--- src/rtl/node_ctrl_pkg.sv ---
// constants, field layout and carriers for node configuration and reset control
// Function
// - setting lock bit 31 refuses later node configuration register writes
// - node configuration bit 0 selects header size: 0 three-byte, 1 one-byte; resets zero
// - readable writable 16-bit node identifier in bits 15:0, resets zero, no effect
// - two reset scopes: whole-system reset and processor-tile-only reset
// - system reset starts on reset pin low, any brown-out, or watchdog expiry
// - tile-only reset starts on sleep sequence and on any clock source change
// - system reset held for 524,288 oscillator clock cycles from an internal counter
// - reset and mode control bit 3 is USB register access enable, resets zero
// - bit 2 enables USB block; zero disables it and resets its registers
// - writing one to write-only bit 1 starts a tile reset, bit self-clears
// - writing one to write-only bit 0 starts self-clearing system reset restoring registers
// - a write setting either reset bit sends no response, even if requested
// - bits 17:16 drive processor mode pins; bit 24 tristates those pins
// - registers are served through configuration read and write transactions
package node_ctrl_pkg;

	// ****************************************
	// register numbers
	// ****************************************
	localparam logic [7:0] REG_NODE_CFG = 8'h04;
	localparam logic [7:0] REG_NODE_ID = 8'h05;
	localparam logic [7:0] REG_RST_MODE = 8'h50;

	// ****************************************
	// field positions
	// ****************************************
	localparam int NC_LOCK_BIT = 31;
	localparam int NC_HDR_BIT = 0;
	localparam int NID_MSB = 15;
	localparam int RM_TRI_BIT = 24;
	localparam int RM_MODE_MSB = 17;
	localparam int RM_MODE_LSB = 16;
	localparam int RM_USB_ACC_BIT = 3;
	localparam int RM_USB_EN_BIT = 2;
	localparam int RM_TILE_RST_BIT = 1;
	localparam int RM_SYS_RST_BIT = 0;

	// ****************************************
	// reset values
	// ****************************************
	localparam logic LOCK_RST = 1'b0;
	localparam logic HDR_RST = 1'b0;
	localparam logic [15:0] NID_RST = 16'h0000;
	localparam logic TRI_RST = 1'b0;
	localparam logic [1:0] MODE_RST = 2'h0;
	localparam logic USB_ACC_RST = 1'b0;
	localparam logic USB_EN_RST = 1'b0;

	// ****************************************
	// reset lengths in oscillator cycles
	// ****************************************
	localparam int SYS_RST_CYCLES_DEF = 524288;
	localparam int TILE_RST_CYCLES_DEF = 16;

	// ****************************************
	// carriers
	// ****************************************
	typedef struct packed {
		logic valid;
		logic write;
		logic want_rsp;
		logic [7:0] num;
		logic [31:0] wdata;
	} cfg_req_s;

	typedef struct packed {
		logic valid;
		logic ack;
		logic [31:0] rdata;
	} cfg_rsp_s;

endpackage

--- src/rtl/reset_stretch.sv ---
// counter that holds a reset active for a fixed number of clock cycles
`timescale 1ns/100ps
`default_nettype none
module reset_stretch #(
	parameter int CYCLES = 16
) (
	input wire logic clock,
	input wire logic rst_n,
	input wire logic start,
	output logic active
);
	localparam int CW = $clog2(CYCLES + 1);
	localparam logic [CW-1:0] LOAD = CW'(CYCLES);
	localparam logic [CW-1:0] ONE = CW'(1);

	generate
		if (CYCLES < 1)
		begin : g_bad
			$error("reset_stretch needs CYCLES of at least one");
		end
	endgenerate

	logic [CW-1:0] cnt_r;
	logic [CW-1:0] cnt_nxt;
	logic active_nxt;

	// a new start while running reloads, so the reset always lasts CYCLES after the last cause
	assign cnt_nxt = start ? LOAD : ((cnt_r != '0) ? cnt_r - ONE : cnt_r);
	assign active_nxt = start | (cnt_r > ONE);

	always_ff @(posedge clock)
	begin
		if (!rst_n)
		begin
			cnt_r <= '0;
			active <= 1'b0;
		end
		else
		begin
			cnt_r <= cnt_nxt;
			active <= active_nxt;
		end
	end
endmodule // reset_stretch
`default_nettype wire

--- src/rtl/node_config_reset_control.sv ---
// node configuration registers, reset sequencing, usb enables and mode pins
`timescale 1ns/100ps
`default_nettype none
module node_config_reset_control #(
	parameter int SYS_RST_CYCLES = node_ctrl_pkg::SYS_RST_CYCLES_DEF,
	parameter int TILE_RST_CYCLES = node_ctrl_pkg::TILE_RST_CYCLES_DEF
) (
	input wire logic clock,
	input wire logic rst_n,
	input wire node_ctrl_pkg::cfg_req_s cfg_req,
	output node_ctrl_pkg::cfg_rsp_s cfg_rsp,
	input wire logic ext_rst_pin_n,
	input wire logic brownout_pin,
	input wire logic watchdog_expired,
	input wire logic sleep_seq,
	input wire logic clk_src_change,
	output logic sys_reset,
	output logic tile_reset,
	output logic cfg_lock,
	output logic header_1byte,
	output logic usb_reg_access_en,
	output logic usb_block_en,
	output logic usb_if_reset,
	output logic [1:0] mode_pins_out,
	output logic mode_pins_oe_n
);
	import node_ctrl_pkg::*;

	generate
		if (SYS_RST_CYCLES < 2 || TILE_RST_CYCLES < 1)
		begin : g_bad
			$error("reset lengths out of range");
		end
	endgenerate

	// ****************************************
	// pin synchronisers
	// ****************************************
	// index 0 is the reset pin, index 1 the brown-out pin; both start in the asserted
	// reading so that leaving block reset runs one full system reset
	localparam int PINS = 2;
	localparam logic [PINS-1:0] PIN_SYNC_RST = 2'h2;
	wire [PINS-1:0] pin_raw = {brownout_pin, ext_rst_pin_n};
	wire [PINS-1:0] pin_sync;

	// one two-stage chain per pin; only the second stage feeds any logic
	generate
		for (genvar i = 0; i < PINS; i++)
		begin : g_pin_sync
			logic meta_r;
			logic sync_r;

			always_ff @(posedge clock)
			begin
				if (!rst_n)
				begin
					meta_r <= PIN_SYNC_RST[i];
					sync_r <= PIN_SYNC_RST[i];
				end
				else
				begin
					meta_r <= pin_raw[i];
					sync_r <= meta_r;
				end
			end

			assign pin_sync[i] = sync_r;
		end
	endgenerate

	// ****************************************
	// request decode
	// ****************************************
	function automatic logic hit(input logic [7:0] num, input logic [7:0] target);
		hit = (num == target);
	endfunction

	logic sys_act;
	logic tile_act;
	logic lock_r;
	logic hdr_r;
	logic [15:0] nid_r;
	logic tri_r;
	logic [1:0] mode_r;
	logic usb_acc_r;
	logic usb_en_r;

	// requests are ignored while the system reset holds the node
	wire req_ok = cfg_req.valid & ~sys_act;
	wire wr = req_ok & cfg_req.write;
	wire rd = req_ok & ~cfg_req.write;
	wire hit_nc = hit(cfg_req.num, REG_NODE_CFG);
	wire hit_nid = hit(cfg_req.num, REG_NODE_ID);
	wire hit_rm = hit(cfg_req.num, REG_RST_MODE);
	wire mapped = hit_nc | hit_nid | hit_rm;
	wire wr_nc = wr & hit_nc & ~lock_r;
	wire wr_nc_refused = wr & hit_nc & lock_r;
	wire wr_nid = wr & hit_nid;
	wire wr_rm = wr & hit_rm;
	wire soft_sys = wr_rm & cfg_req.wdata[RM_SYS_RST_BIT];
	wire soft_tile = wr_rm & cfg_req.wdata[RM_TILE_RST_BIT];

	// ****************************************
	// reset sources
	// ****************************************
	wire pin_rst = ~pin_sync[0];
	wire bo_rst = pin_sync[1];
	wire sys_start = pin_rst | bo_rst | watchdog_expired | soft_sys;
	wire tile_start = sleep_seq | clk_src_change | soft_tile;
	// configuration goes back to its initial values while the system reset runs
	wire cfg_clear = sys_start | sys_act;

	reset_stretch #(
		.CYCLES(SYS_RST_CYCLES)
	) u_sys_stretch (
		.clock(clock),
		.rst_n(rst_n),
		.start(sys_start),
		.active(sys_act)
	);

	reset_stretch #(
		.CYCLES(TILE_RST_CYCLES)
	) u_tile_stretch (
		.clock(clock),
		.rst_n(rst_n),
		.start(tile_start),
		.active(tile_act)
	);

	// system scope contains the tile, so a system reset also holds the tile
	wire sys_reset_nxt = sys_act;
	wire tile_reset_nxt = tile_act | sys_act;

	// ****************************************
	// register next values
	// ****************************************
	// reserved bits are simply not stored, so writes to them vanish
	wire lock_nxt = cfg_clear ? LOCK_RST : (wr_nc ? cfg_req.wdata[NC_LOCK_BIT] : lock_r);
	wire hdr_nxt = cfg_clear ? HDR_RST : (wr_nc ? cfg_req.wdata[NC_HDR_BIT] : hdr_r);
	wire [15:0] nid_nxt = cfg_clear ? NID_RST : (wr_nid ? cfg_req.wdata[NID_MSB:0] : nid_r);
	wire tri_nxt = cfg_clear ? TRI_RST : (wr_rm ? cfg_req.wdata[RM_TRI_BIT] : tri_r);
	wire [1:0] mode_nxt = cfg_clear ? MODE_RST
		: (wr_rm ? cfg_req.wdata[RM_MODE_MSB:RM_MODE_LSB] : mode_r);
	wire usb_acc_nxt = cfg_clear ? USB_ACC_RST
		: (wr_rm ? cfg_req.wdata[RM_USB_ACC_BIT] : usb_acc_r);
	wire usb_en_nxt = cfg_clear ? USB_EN_RST
		: (wr_rm ? cfg_req.wdata[RM_USB_EN_BIT] : usb_en_r);

	always_ff @(posedge clock)
	begin
		if (!rst_n)
		begin
			lock_r <= LOCK_RST;
			hdr_r <= HDR_RST;
		end
		else
		begin
			lock_r <= lock_nxt;
			hdr_r <= hdr_nxt;
		end
	end

	always_ff @(posedge clock)
	begin
		if (!rst_n)
		begin
			nid_r <= NID_RST;
		end
		else
		begin
			nid_r <= nid_nxt;
		end
	end

	always_ff @(posedge clock)
	begin
		if (!rst_n)
		begin
			tri_r <= TRI_RST;
			mode_r <= MODE_RST;
		end
		else
		begin
			tri_r <= tri_nxt;
			mode_r <= mode_nxt;
		end
	end

	always_ff @(posedge clock)
	begin
		if (!rst_n)
		begin
			usb_acc_r <= USB_ACC_RST;
			usb_en_r <= USB_EN_RST;
		end
		else
		begin
			usb_acc_r <= usb_acc_nxt;
			usb_en_r <= usb_en_nxt;
		end
	end

	// ****************************************
	// read data
	// ****************************************
	function automatic logic [31:0] read_word(input logic [7:0] num);
		logic [31:0] w;
		w = 32'h0000_0000;
		if (hit(num, REG_NODE_CFG))
		begin
			w[NC_LOCK_BIT] = lock_r;
			w[NC_HDR_BIT] = hdr_r;
		end
		else if (hit(num, REG_NODE_ID))
		begin
			w[NID_MSB:0] = nid_r;
		end
		else if (hit(num, REG_RST_MODE))
		begin
			// the reset bits are write-only and read back as zero
			w[RM_TRI_BIT] = tri_r;
			w[RM_MODE_MSB:RM_MODE_LSB] = mode_r;
			w[RM_USB_ACC_BIT] = usb_acc_r;
			w[RM_USB_EN_BIT] = usb_en_r;
		end
		read_word = w;
	endfunction

	// ****************************************
	// response
	// ****************************************
	// a write that starts a reset never answers: the node is going away under it
	wire rst_bits_wr = soft_sys | soft_tile;
	wire rsp_v_nxt = rd | (wr & cfg_req.want_rsp & ~rst_bits_wr);
	wire rsp_ack_nxt = mapped & ~wr_nc_refused;
	wire [31:0] rsp_data_nxt = rd ? read_word(cfg_req.num) : 32'h0000_0000;
	cfg_rsp_s rsp_nxt;
	assign rsp_nxt = '{valid: rsp_v_nxt, ack: rsp_v_nxt & rsp_ack_nxt, rdata: rsp_data_nxt};

	always_ff @(posedge clock)
	begin
		if (!rst_n)
		begin
			cfg_rsp <= '0;
		end
		else
		begin
			cfg_rsp <= rsp_nxt;
		end
	end

	// ****************************************
	// outputs
	// ****************************************
	always_ff @(posedge clock)
	begin
		if (!rst_n)
		begin
			sys_reset <= 1'b0;
		end
		else
		begin
			sys_reset <= sys_reset_nxt;
		end
	end

	always_ff @(posedge clock)
	begin
		if (!rst_n)
		begin
			tile_reset <= 1'b0;
		end
		else
		begin
			tile_reset <= tile_reset_nxt;
		end
	end

	// copies give every output its own flop at the same timing as the register
	always_ff @(posedge clock)
	begin
		if (!rst_n)
		begin
			cfg_lock <= LOCK_RST;
			header_1byte <= HDR_RST;
		end
		else
		begin
			cfg_lock <= lock_nxt;
			header_1byte <= hdr_nxt;
		end
	end

	always_ff @(posedge clock)
	begin
		if (!rst_n)
		begin
			usb_reg_access_en <= USB_ACC_RST;
			usb_block_en <= USB_EN_RST;
			usb_if_reset <= ~USB_EN_RST;
		end
		else
		begin
			usb_reg_access_en <= usb_acc_nxt;
			usb_block_en <= usb_en_nxt;
			usb_if_reset <= ~usb_en_nxt;
		end
	end

	always_ff @(posedge clock)
	begin
		if (!rst_n)
		begin
			mode_pins_out <= MODE_RST;
			mode_pins_oe_n <= TRI_RST;
		end
		else
		begin
			mode_pins_out <= mode_nxt;
			mode_pins_oe_n <= tri_nxt;
		end
	end
endmodule // node_config_reset_control
`default_nettype wire

--- config.mk ---
export PLATFORM = sky130hd
export DESIGN_NAME = node_config_reset_control
export DESIGN_NICKNAME = d
export VERILOG_FILES = /design/src/rtl/node_ctrl_pkg.sv /design/src/rtl/reset_stretch.sv /design/src/rtl/node_config_reset_control.sv
export SDC_FILE = /design/constraint.sdc
export NUM_CORES = 1
export LEC_CHECK = 0
export BUFFER_PORTS_ARGS = -buffer_cell sky130_fd_sc_hd__buf_2
export CAP_MARGIN = 40
export CORE_UTILIZATION = 51
export CTS_CLUSTER_DIAMETER = 50
export DETAILED_ROUTE_END_ITERATION = 10
export PLACE_DENSITY = 0.8
export SLEW_MARGIN = 20
export SYNTH_ARGS = -nofsm -noshare
export SYNTH_HDL_FRONTEND = slang
export SYNTH_SLANG_ARGS = --single-unit
--- constraint.sdc ---
create_clock -name clock -period 2.4 [get_ports clock]
set_input_delay 0.24 -clock clock [delete_from_list [all_inputs] [get_ports clock]]
set_output_delay 0.24 -clock clock [all_outputs]
set_load 0.01 [all_outputs]
==> summary.md <==
- completed — result of the run
- 2,206 — vias in the first global route
- 4.962 — Via-to-Cell Ratio
- 11.88 um — per-cell routed wire length
- 62 — count of routing violations after the opening detailed-route iteration
- 3199 um2 — cell area after technology mapping
- 1.660 nW — leak pwr
- 3824 um2 — final std cell area, no fill
- 79 — clock sink count
- 0 — Warnings, synthesis
- 81.21 um — Die Y-Extent
- 4.421 ps — worst setup skew after layout
- 0 — DRC viols
- 0 — number of max-capacitance violations reported
- 478 — Nets
- 345 — number of standard cells after synthesis
- 2,491 — routed via count
- flop — kind of start point of the critical path
- dfxtp_1 — main flop type after synthesis
- brownout_pin — startpoint of the tightest hold check path
- 2 — Max Buffers Root-to-Sink
- 0.6130 mV — maximum vdd drop
- 5991 um2 — core region area
- 2 — worst hold path stage count
- 80 ps — Clock transition at path regs
- dfxtp_1 49%, nand2_1 5.2%, nor2_1 4.9% — cell types occupying the most area after synthesis
- 53 — Synth cell types
- 94 — number of top-level pins
- 6594 um2 — area of the die
- 340 ps — Worst-Skew Late Latency
- 693.8 nW/um2 — Pwr per Cell Area
- 532.7 ps — Slew @ Worst Pin
- 0 — post-CTS repair timing setup buffer count
- 9.273 um2 — per-instance average area after synthesis
- 4229 um — HPWL after detailed placement
- 0 ps — Final TNS setup
- dfxtp_1 — commonest non-fill, non-tap cell in the layout
- 18 — pin count of the biggest net entering global routing
- 0 — number of antenna violations at the first check in global routing
- 19.52% — Area Overhead vs Synth
- 9653 um — first-pass GRT wire length
- 0 — final count of hold timing violations
- dfxtp_1 — cell taking the most area after synthesis
- 3 — Max H-tree Level
- 0.8652 — Tcrit/Tclk final
- 2680 ps — required time worst endpoint
- 3578 um2 — Post-DP Area
- 0 — antenna violation net count after detailed routing
- flop to flop — critical path start-end classification
- 0 — count of instances resized after the clock tree is built
- 0 — max-slew violation count
- 6 — cell depth of the worst flop-to-flop path
- done — TritonCTS clock tree
- 0.2482 — share of post-route cells with drive strength above 1
- 481.6 MHz — upper clock frequency limit
- 0 — Antenna Diode Count
- clkbuf_8 — root buf cell
- 0 — FFs w/ async S/R, synth
- 320 ps — reg-to-reg setup timing slack
- 0 — number of hold buffers added after CTS
- 0.4943 — share of the yosys chip area belonging to registers
- u_sys_stretch.active$_SDFF_PN0_ — FF-to-FF Start
- 28 — cell row count
- 0 — total congestion overflow
- 0 — final setup violation count
- input port to flop — classification of the worst-slack hold path
- 12 — maximum fanout along the worst path
- false — RSZ-0062 raised after global routing
- nid_r[5]$_SDFFE_PP0P_ — destination of the worst register-to-register timing path
- 2350 ps — Worst EP arrival
- 69 — number of buffers inserted by port buffering
- 0.8361 — final estimated routing congestion in global placement
- 0.4943 — post-synth top area share
- 4 — number of iterations in the first detailed-routing pass
- g_pin_sync[1].meta_r$_SDFF_PN1_ — endpoint of the worst hold path
- 81.21 um — width of the chip
- 0.6449 — worst max-slew margin expressed relative to the limit
- 5966 um — total wirelength of the detailed-routed design
- 0.5340 — effective utilization at floorplan
- 485 — count of fill cells added during filler insertion
- 79 x dfxtp_1, 69 x buf_2, 44 x nand2_1, 42 x nor2_1, 23 x a21oi_1 — commonest cells after routing, fill and taps aside
- 79 — flip-flop and latch count after synthesis
- 2077 ps — post-layout min period
- 0.1950 — aggregate global-route resource usage
- flop — type of destination of the critical path
- 0 — Post-synth EDFFs
- 9 — number of buffers created by CTS
## state kept, by name (all words and copies together), names as in the netlist
signal	flops
g_pin_sync.sync_r	1
usb_block_en	1
header_1byte	1
cfg_rsp	22
u_tile_stretch.active	1
tile_reset	1
nid_r	16
g_pin_sync.meta_r	2
u_tile_stretch.cnt_r	5
bo_rst	1
mode_pins_oe_n	1
mode_pins_out	2
usb_if_reset	1
usb_reg_access_en	1
u_sys_stretch.cnt_r	20
cfg_lock	1
sys_reset	1
u_sys_stretch.active	1
## worst max path at each step
| stage | end | startpoint | cells past startpoint | slack (ps) |
|---|---|---|---|---|
| floorplan | nid_r[0]$_SDFFE_PP0P_ | cfg_req[33] | 8 | 410 |
| global placement | nid_r[1]$_SDFFE_PP0P_ | cfg_req[33] | 6 | 270 |
| detailed placement | nid_r[0]$_SDFFE_PP0P_ | cfg_req[33] | 6 | 260 |
| CTS | nid_r[5]$_SDFFE_PP0P_ | u_sys_stretch.active$_SDFF_PN0_ | 6 | 310 |
| global route | nid_r[11]$_SDFFE_PP0P_ | u_sys_stretch.active$_SDFF_PN0_ | 6 | 200 |
| finish | nid_r[5]$_SDFFE_PP0P_ | u_sys_stretch.active$_SDFF_PN0_ | 6 | 320 |
## Yosys cell counts, types with 2 or more instances
cell type	instances
a211oi_1	2
a21boi_0	2
a21oi_1	23
a22o_1	2
and2_1	20
and3_1	2
buf_2	2
buf_4	14
buf_6	3
clkbuf_1	2
dfxtp_1	79
ha_1	6
inv_1	7
mux2i_1	7
nand2_1	44
nand2b_1	2
nand3_1	6
nand4_1	3
nor2_1	42
nor2b_1	3
nor3_1	7
nor4_1	8
o211ai_1	5
o21a_1	2
o21ai_0	3
or2_1	2
or3_1	3
or4_1	2
xnor2_1	6
xor2_1	13
## cell families after synthesis
family          after synthesis  synth area share
compound gates               43           0.08330
other cells                   1          0.001172
buf+inv                      29           0.05866
simple gates                160            0.2616
mux                           8           0.02542
fa+ha+maj                     6           0.02346
xor+xnor                     19           0.05201
flops                        79            0.4943
## metal layers
metal	up-vias	wire, um	global-route usage
met5	-	0	0
met4	0	72	0.09107
met3	7	314	0.05056
met2	68	2839	0.3269
met1	1122	2739	0.2318
li1	1294	-	-
## power breakdown
| part | internal, mW | switching [mW] | leakage [nW] | total [mW] |
|---|---|---|---|---|
| combinational | 0.0692 | 0.0789 | 0.909 | 0.148 |
| clock | 0.692 | 0.482 | 0.112 | 1.17 |
| sequential | 1.32 | 0.00836 | 0.640 | 1.33 |
| total | 2.08 | 0.569 | 1.66 | 2.65 |
## worst max-delay path: stages, from the launching register on
cell and delay [ps]:
dfxtp_1 390, nand3b_2 220, nor3_1 70, a2111o_1 440
or3b_1 520, buf_4 230, a21oi_1 130
## stage by stage
step	power [mW]	cells	hold WS, ps	worst slack [ps]	util
2_1_floorplan	1.469	356	316.1	412.0	-
3_3_place_gp	1.505	486	397.5	273.3	0.5973
3_5_place_dp	1.509	486	416.7	264.8	0.5973
4_1_cts	2.674	502	61.30	311.8	0.6383
5_1_grt	2.746	502	77.15	203.9	0.6383
6_report	2.653	502	76.57	323.4	0.6383
## layout make-up
cell class | instances | area (um2) | share of cell area
repair buffers | 77 | 405.4 | 0.1060
inverters | 7 | 26.28 | 0.006872
clock buffers | 9 | 123.9 | 0.03240
well taps | 75 | 93.84 | 0.02454
clock inverters | 7 | 121.4 | 0.03174
flip-flops and latches | 79 | 1582 | 0.4136
multi-input cells | 248 | 1471 | 0.3848
No activity file was read; power rests on OpenSTA's default activity.
